$ cat config.mk
export PLATFORM = sky130hd
export DESIGN_NAME = mpcs_scale
export DESIGN_NICKNAME = d
export VERILOG_FILES = /design/src/include/mpcs_pkg.sv /design/src/mpcs_phase_mult.sv /design/src/mpcs_scale.sv
export SDC_FILE = /design/constraint.sdc
export NUM_CORES = 1
export LEC_CHECK = 0
export BUFFER_PORTS_ARGS = -buffer_cell sky130_fd_sc_hd__buf_2
export CORE_ASPECT_RATIO = 0.5
export CORE_MARGIN = 5
export CORE_UTILIZATION = 65
export DETAILED_ROUTE_END_ITERATION = 12
export GPL_TIMING_DRIVEN = 1
export PLACE_DENSITY = 0.95
export SYNTH_ARGS = -nofsm -noshare
export SYNTH_HDL_FRONTEND = slang
export SYNTH_SLANG_ARGS = --single-unit
$ cat constraint.sdc
create_clock -name clk_i -period 18 [get_ports clk_i]
set_clock_uncertainty 0.2 [all_clocks]
set_input_delay 3.6 -clock clk_i [delete_from_list [all_inputs] [get_ports clk_i]]
set_output_delay 3.6 -clock clk_i [all_outputs]
set_load 0.005 [all_outputs]
$ cat src/include/mpcs_pkg.sv
// Package for the motor phase current scale block.
// Assumes a classic Wishbone slave with 32-bit data and byte addresses.
package mpcs_pkg;
   localparam int MPCS_ADDR_W = 8;
   localparam int MPCS_DATA_W = 32;
   localparam int MPCS_FIELD_W = 8;
   localparam int MPCS_SCALED_W = 9;
   localparam int MPCS_NUM_PHASES = 4;
   // Register index as printed, byte address is four times it
   localparam logic [MPCS_ADDR_W-1:0] MPCS_SCALE_INDEX = 8'h06;
   localparam logic [MPCS_ADDR_W-1:0] MPCS_SCALE_ADDR = 8'h18;
   localparam logic [MPCS_ADDR_W-1:0] MPCS_CHOP_ADDR = 8'h1C;
   localparam logic [MPCS_ADDR_W-1:0] MPCS_STATUS_ADDR = 8'h20;
   localparam int MPCS_PHASE_A_LSB = 0;
   localparam int MPCS_PHASE_B_LSB = 8;
   localparam int MPCS_PHASE_C_LSB = 16;
   localparam int MPCS_PHASE_D_LSB = 24;
   localparam logic [MPCS_DATA_W-1:0] MPCS_SCALE_RESET = 32'h00000000;
   localparam logic [1:0] MPCS_CHOP_RESET = 2'h0;
   localparam logic [MPCS_SCALED_W-1:0] MPCS_FULL_SCALE = 9'h100;
   localparam logic [MPCS_FIELD_W-1:0] MPCS_MIN_LEGAL = 8'h20;
   localparam logic [MPCS_DATA_W-1:0] MPCS_UNMAPPED_DATA = 32'h00000000;
endpackage

$ cat src/mpcs_phase_mult.sv
// Multiplies one phase current demand by its scale factor.
// Assumes the factor comes from a register; output is registered.
`timescale 1ns/100ps
module mpcs_phase_mult
   import mpcs_pkg::*;
#(
   parameter int CUR_W = 9
) (
   input wire logic clk_i,
   input wire logic rst_i,
   input wire logic [mpcs_pkg::MPCS_FIELD_W-1:0] factor_i,
   input wire logic signed [CUR_W-1:0] demand_i,
   output logic signed [CUR_W-1:0] current_o,
   output logic illegal_o
);
   import mpcs_pkg::*;
   typedef struct packed {
      logic signed [CUR_W-1:0] current;
      logic illegal;
   } mpcs_mult_state_type;
   mpcs_mult_state_type state;
   mpcs_mult_state_type next_state;
   logic [MPCS_SCALED_W-1:0] eff;
   logic signed [CUR_W+MPCS_SCALED_W:0] prod;
   // Refuse widths the scaling cannot serve
   if (CUR_W < 2) begin : g_bad_width
      $error("CUR_W too small");
   end
   always_comb begin
      // Zero means full scale
      eff = (factor_i == 8'h00) ? MPCS_FULL_SCALE : {1'b0, factor_i}; // see (RULE_04)
      prod = demand_i * $signed({1'b0, eff}); // see (RULE_03)
      next_state.current = CUR_W'(prod >>> 8); // see (RULE_05)
      next_state.illegal = (factor_i != 8'h00) && (factor_i < MPCS_MIN_LEGAL);
      if (rst_i) begin
         next_state = '0;
      end
   end
   always_ff @(posedge clk_i) begin
      state <= next_state;
   end
   assign current_o = state.current;
   assign illegal_o = state.illegal;
endmodule

$ cat src/mpcs_scale.sv
// Motor phase current scale register and per-phase current scaling.
// Assumes a classic Wishbone master and an external per-phase demand source.
//
// What this block does
// (RULE_01) Bits 7:0 scale phase A and bits 15:8 scale phase B of the first motor.
// (RULE_02) Bits 23:16 scale phase C and bits 31:24 scale phase D of the second motor.
// (RULE_03) Each factor multiplies the demand current of its own phase.
// (RULE_04) A zero field acts as full scale, 256 of 256.
// (RULE_05) Fields 32 to 255 give that value over 256 of maximum current.
// (RULE_06) The host must not write 1 to 31 into any field.
// (RULE_07) Unequal factors within a motor are allowed only in hysteresis chopper mode.
// (RULE_08) The factor also scales chopper hysteresis, so set it before other tuning.
// (RULE_09) The host should prefer values above 128.
// (RULE_10) Reads return the last written word, and reset clears all fields; writes here change only the bytes that sel_i selects.
//
// The Wishbone interface to the registers was decided locally.
`timescale 1ns/100ps
module mpcs_scale
   import mpcs_pkg::*;
#(
   parameter int CUR_W = 9,
   parameter int HYST_W = 8
) (
   input wire logic clk_i,
   input wire logic rst_i,
   input wire logic cyc_i,
   input wire logic stb_i,
   input wire logic we_i,
   input wire logic [mpcs_pkg::MPCS_ADDR_W-1:0] adr_i,
   input wire logic [3:0] sel_i,
   input wire logic [mpcs_pkg::MPCS_DATA_W-1:0] dat_i,
   output logic [mpcs_pkg::MPCS_DATA_W-1:0] dat_o,
   output logic ack_o,
   input wire logic [4*CUR_W-1:0] demand_i,
   input wire logic [4*HYST_W-1:0] hyst_i,
   output logic [4*CUR_W-1:0] phase_current_o,
   output logic [4*HYST_W-1:0] phase_hyst_o,
   output logic [1:0] unequal_fault_o
);
   import mpcs_pkg::*;
   typedef struct packed {
      logic [MPCS_DATA_W-1:0] scale;
      logic [1:0] hyst_chop;
      logic ack;
      logic [MPCS_DATA_W-1:0] rdata;
      logic [4*HYST_W-1:0] hyst;
      logic [1:0] fault;
   } mpcs_state_type;
   mpcs_state_type state;
   mpcs_state_type next_state;
   logic [3:0] illegal;
   logic [MPCS_DATA_W-1:0] status_word;
   logic req;
   logic [HYST_W+MPCS_SCALED_W-1:0] hprod;
   logic [MPCS_SCALED_W-1:0] heff;
   // Refuse widths the scaling cannot serve
   if (CUR_W < 2 || HYST_W < 1) begin : g_bad_width
      $error("bad width parameter");
   end
   // Field layout per phase
   genvar g;
   generate
      for (g = 0; g < MPCS_NUM_PHASES; g++) begin : g_phase
         mpcs_phase_mult #(
            .CUR_W(CUR_W)
         ) u_mult (
            .clk_i(clk_i),
            .rst_i(rst_i),
            .factor_i(state.scale[g*MPCS_FIELD_W +: MPCS_FIELD_W]), // see (RULE_01) (RULE_02)
            .demand_i(demand_i[g*CUR_W +: CUR_W]),
            .current_o(phase_current_o[g*CUR_W +: CUR_W]),
            .illegal_o(illegal[g])
         );
      end
   endgenerate
   assign req = cyc_i && stb_i && !state.ack;
   assign status_word = {26'h0000000, state.fault, illegal};
   always_comb begin
      next_state = state;
      next_state.ack = req;
      next_state.rdata = MPCS_UNMAPPED_DATA;
      if (req && !we_i) begin
         if (adr_i == MPCS_SCALE_ADDR) begin
            next_state.rdata = state.scale; // see (RULE_10)
         end else if (adr_i == MPCS_CHOP_ADDR) begin
            next_state.rdata = {30'h00000000, state.hyst_chop};
         end else if (adr_i == MPCS_STATUS_ADDR) begin
            next_state.rdata = status_word;
         end
      end
      if (req && we_i) begin
         for (int b = 0; b < 4; b++) begin
            if (sel_i[b] && adr_i == MPCS_SCALE_ADDR) begin
               next_state.scale[b*8 +: 8] = dat_i[b*8 +: 8]; // see (RULE_10)
            end
         end
         if (sel_i[0] && adr_i == MPCS_CHOP_ADDR) begin
            next_state.hyst_chop = dat_i[1:0];
         end
      end
      // Hysteresis follows the same factor
      for (int p = 0; p < 4; p++) begin
         heff = (state.scale[p*8 +: 8] == 8'h00) ? MPCS_FULL_SCALE
                                                  : {1'b0, state.scale[p*8 +: 8]};
         hprod = hyst_i[p*HYST_W +: HYST_W] * heff; // see (RULE_08)
         next_state.hyst[p*HYST_W +: HYST_W] = hprod[HYST_W+7:8];
      end
      // Unequal motor factors outside hysteresis chopper mode
      for (int m = 0; m < 2; m++) begin
         next_state.fault[m] = !state.hyst_chop[m] &&
            (state.scale[m*16 +: 8] != state.scale[m*16+8 +: 8]); // see (RULE_07)
      end
      if (rst_i) begin
         next_state = '0;
         next_state.scale = MPCS_SCALE_RESET; // see (RULE_10)
         next_state.hyst_chop = MPCS_CHOP_RESET;
      end
   end
   always_ff @(posedge clk_i) begin
      state <= next_state;
   end
   assign ack_o = state.ack;
   assign dat_o = state.rdata;
   assign phase_hyst_o = state.hyst;
   assign unequal_fault_o = state.fault;
endmodule

# [Word level (Yosys, flattened, before mapping)]
# Index checks and enable logic that the tools add are counted.
[classes] n_mul=8 n_lt_le_gt_ge=4 n_eq_ne=5 mux=7 n_bitwise=1 n_reduce_logical=33
[ops] op="9-bit by 10-bit multiplier with 17-bit output" count=4
[ops] op="8-bit by 9-bit multiplier with 16-bit output" count=4
[ops] op="9-bit 2-to-1 mux" count=4
[ops] op="8-bit zero test" count=4
[ops] op="8-bit by 6-bit less-than comparator with 1-bit output, second input constant" count=4
[ops] op="32-bit 2-to-1 mux" count=1
[ops] op="8-bit nonzero test" count=4
[ops] op="8-bit by 5-bit == test with 1-bit output, second input constant" count=2
[ops] op="8-bit != test" count=2
[ops] op="1-bit logical AND" count=15
[ops] op="6-bit 2-to-1 mux" count=2
[ops] op="2-bit AND reduction" count=5
[ops] op="8-bit by 6-bit == test with 1-bit output, second input constant" count=1
[ops] op="1-bit zero test" count=4
[ops] op="2-bit OR reduction" count=1
[ops] op="1-bit NOT" count=1
[totals] ff_bits=141 inputBits=117 output_inout_bits=103

# [Logic depth before layout (Yosys ltp)]
[logic_depth] ltp_word=5 mapped_depth=19 depth_no_buf=17

# [Hierarchy]
# A second synthesis with hierarchy kept.
[hier_totals] cells_unflattened=2547 hier_area_um2=23418.7
[modules_own_cells] module="mpcs_scale" instances=1 cells_each=1327 area_each_um2=12309.3 seq_area_each_um2=2021.9
[modules_own_cells] module="mpcs_phase_mult at g_phase[1].u_mult ..." instances=2 cells_each=304 area_each_um2=2757.6 seq_area_each_um2=200.2
[modules_own_cells] module="mpcs_phase_mult at g_phase[0].u_mult" instances=1 cells_each=306 area_each_um2=2819.0 seq_area_each_um2=200.2
[modules_own_cells] module="mpcs_phase_mult at g_phase[3].u_mult" instances=1 cells_each=306 area_each_um2=2775.2 seq_area_each_um2=200.2

# [Worst setup path after synthesis]
# No wires, ideal clock.
[synth_path] kind="input port to flip-flop" from="input port demand_i[19]" to="register g_phase[2].u_mult.state, in the netlist g_phase[2].u_mult.current_o[7]" arrival_time_ns=8.175 required_time_ns=17.679 setup_slack_ns=9.504 cell_stages=16 n_path_buf=1 path_cell_list="clkbuf_1 and2_1 fa_1 fa_1 fa_1 inv_1 fa_1 inv_1 fa_1 ha_1 a21oi_1 nand2_1 a2111oi_2 o21ai_1 o31ai_1 mux2_2"
[synth_via] elab_chain_len=1
[synth_lines] item="from (decl)" line="mpcs_scale.sv:34" source="input wire logic [4*CUR_W-1:0] demand_i,"
[synth_lines] item="9-bit by 10-bit multiplier with 17-bit output" line="mpcs_phase_mult.sv:32" source="prod = demand_i * $signed({1'b0, eff});"
[synth_lines] item="to (signal assigned)" line="mpcs_phase_mult.sv:40" source="state <= next_state;"
[synth_lines] item="to (decl)" line="mpcs_phase_mult.sv:21" source="mpcs_mult_state_type state;"
# No other way between the ends.
# A chain may end at the register's enable or synchronous reset.

# [Worst setup path after layout]
[layout_path] from="input port demand_i[21]" to="register g_phase[2].u_mult.state, in the netlist g_phase[2].u_mult.current_o[7]"
# The elaborated chain is that of the path after synthesis.

==> impl_metrics.json <==
{
  "pin_count": 220,
  "synth_most_common_cell": "inv_1",
  "postCtsSetupBuffers": 0,
  "status": "complete, no violations",
  "num_rows": 48,
  "synthToLayoutAreaGrowth_pct": 7.28,
  "die_h_um": 143,
  "grt_setup_unrepaired": "no",
  "post-place-cells": 3125,
  "setup_tns_ps": 0,
  "power.total_w": 0.000956,
  "critPathMaxFanout": 9,
  "synth_area_um2": 22900,
  "drv_slew": 0,
  "hold_buffers": 0,
  "yosys_warnings": 0,
  "regArea_um2": 2820,
  "required_ps": 18140,
  "grt_overflow": 0,
  "stdcell_count": 3169,
  "yosysSeqAreaShare_pct": 12.3,
  "p_per_area_nw_per_um2": 38.8,
  "yosys_register_bits": 141,
  "cp-end-kind": "register",
  "clockBufferDepth": 2,
  "wl_per_cell_um": 18.5,
  "cp_data_arrival_time_ps": 8610,
  "fin_crit_sh_pct": 47.1,
  "fmax_mhz": 118,
  "die_area_um2": 39400,
  "place_area_um2": 24000,
  "grt_pass1_vias": 19500,
  "synth_top_flop_cell": "dfxtp_1",
  "multi_input_area_um2": 17700,
  "cap_violations": 0,
  "via_count": 18100,
  "grt_pass1_wl_um": 96400,
  "fillers": 2341,
  "synth_edf_count": 0,
  "start_kind": "input port",
  "design_area_um2": 24600,
  "root_buffer": "clkbuf_16",
  "syn_area_per_cell_um2": 8.92,
  "antenna_found_initial": 12,
  "drt_wl_total_um": 58500,
  "synth_top_cell_area_share_pct": 31.1,
  "numCtsBuffers": 17,
  "fin_nets": 3434,
  "die_w_um": 276,
  "peakVddDrop_uv": 38.9,
  "drt_first_pass_iters": 5,
  "relSlewSlack_pct": 38.9,
  "hold_viol_final": 0,
  "synth_area_leaders": "fa_1, ha_1, dfxtp_1",
  "async_flop_share_pct": 0,
  "initial_utilization_pct": 66.2,
  "setup_viol": 0,
  "portBuffers": 219,
  "final_layout_size_suffix_gt1_share_pct": 11.0,
  "worst_slew_pin_slew_ps": 915,
  "min_period_ps": 8470,
  "cts_resized": 0,
  "coreArea_um2": 34700,
  "htree_levels": 4,
  "synth_common_cells": "inv_1, and2_1, fa_1",
  "drc": 0,
  "ant_nets": 0,
  "crit_type": "input port to register",
  "synth_top_area_cell": "fa_1",
  "clk_latency_ps": 450,
  "clk_pin_slew_ps": 70,
  "gp_congestion": 0.936,
  "cts_tree": "built",
  "drt_iter0_markers": 1357,
  "yosysUniqueCellTypes": 62,
  "synth_cells": 2573,
  "vias_per_cell": 5.71,
  "syn_nets": 3338,
  "p_leak_nw": 13.1,
  "cts_sinks": 141,
  "gr-usage-all-layers_pct": 30.7,
  "hp-class": "register to register",
  "final_util_pct": 71.0,
  "grt_max_degree": 61,
  "dp_hpwl_um": 45100
}
## final timing paths
check,cells after the start,end,slack (ps),startpoint
max reg2reg,18,g_phase[2].u_mult.current_o[7],11160,state[85]
max,17,g_phase[2].u_mult.current_o[7],9530,demand_i[21]
min reg2reg,1,unequal_fault_o[0],260,state[67]
min,1,unequal_fault_o[0],260,state[67]
## area by class of cell
class                   instances  share of cell area [%]
diodes                         13                   0.132
flip-flops and latches        141                    11.5
repair buffers                246                    5.29
clock buffers                  18                    1.78
multi-input cells            1840                    71.7
clock inverters                13                   0.773
inverters                     423                    6.45
well taps                     475                    2.41
## power breakdown
group	switching [W]	total (W)	internal [W]
registers	0.00000662	0.000336	0.000330
clock network	0.000159	0.000395	0.000236
logic	0.000129	0.000225	0.0000959
## metrics by stage
step / hold slack, ps / worst slack, ps
5_1_grt: 307 / 9290
2_1_floorplan: 220 / 9500
6_report: 260 / 9530
4_1_cts: 261 / 9550
3_5_place_dp: 254 / 9240
3_3_place_gp: 244 / 9330
## flip-flops by register name, summed over array words and instances, names as in the netlist
| signal | count |
|---|---|
| ack_o | 1 |
| dat_o | 32 |
| g_phase.u_mult.current_o | 36 |
| g_phase.u_mult.illegal_o | 4 |
| phase_hyst_o | 32 |
| state | 34 |
| unequal_fault_o | 2 |
## worst max-delay path: stages
cell and delay (ps):
buf_2 180, nand2_1 110, fa_1 540, inv_1 60, fa_1 520, fa_1 510
inv_1 60, fa_1 470, inv_1 40, fa_1 430, ha_1 340, a21oi_1 180
nand2_1 100, a2111oi_2 530, o21ai_1 240, o31ai_1 320, mux2_2 390
## logic make-up after synthesis
| kind of cell | synth area share (%) |
|---|---|
| flops | 12.3 |
| xor+xnor | 3.78 |
| simple gates | 20.5 |
| mux | 0.322 |
| fa+ha+maj | 47.0 |
| compound gates | 5.31 |
| buf+inv | 10.8 |
## per-layer routing
| layer | track usage [%] | wire [µm] | vias to the layer above |
|---|---|---|---|
| met1 | 36.0 | 21900 | 8919 |
| met5 | 0 | 0 | - |
| met4 | 16.9 | 3400 | 0 |
| met2 | 54.2 | 29500 | 849 |
| li1 | - | - | 8095 |
| met3 | 5.15 | 3730 | 229 |
## cells in the final DEF, fill, tap and decap left out, types with 17 or more instances in the layout
cell type,synthesis,routed
nor3_1,33,33
xnor2_1,64,64
nor2_1,78,76
clkbuf_16,0,17
and2_1,363,363
nand3_1,35,35
a21o_1,17,17
nand2_1,278,278
o21ai_0,31,31
nand2b_1,20,20
a21oi_1,74,74
nor2b_1,26,26
buf_4,66,28
buf_2,8,218
xor2_1,35,35
inv_1,423,423
dfxtp_1,141,141
ha_1,292,292
fa_1,356,356
No activity file was read; power rests on OpenSTA's default activity.
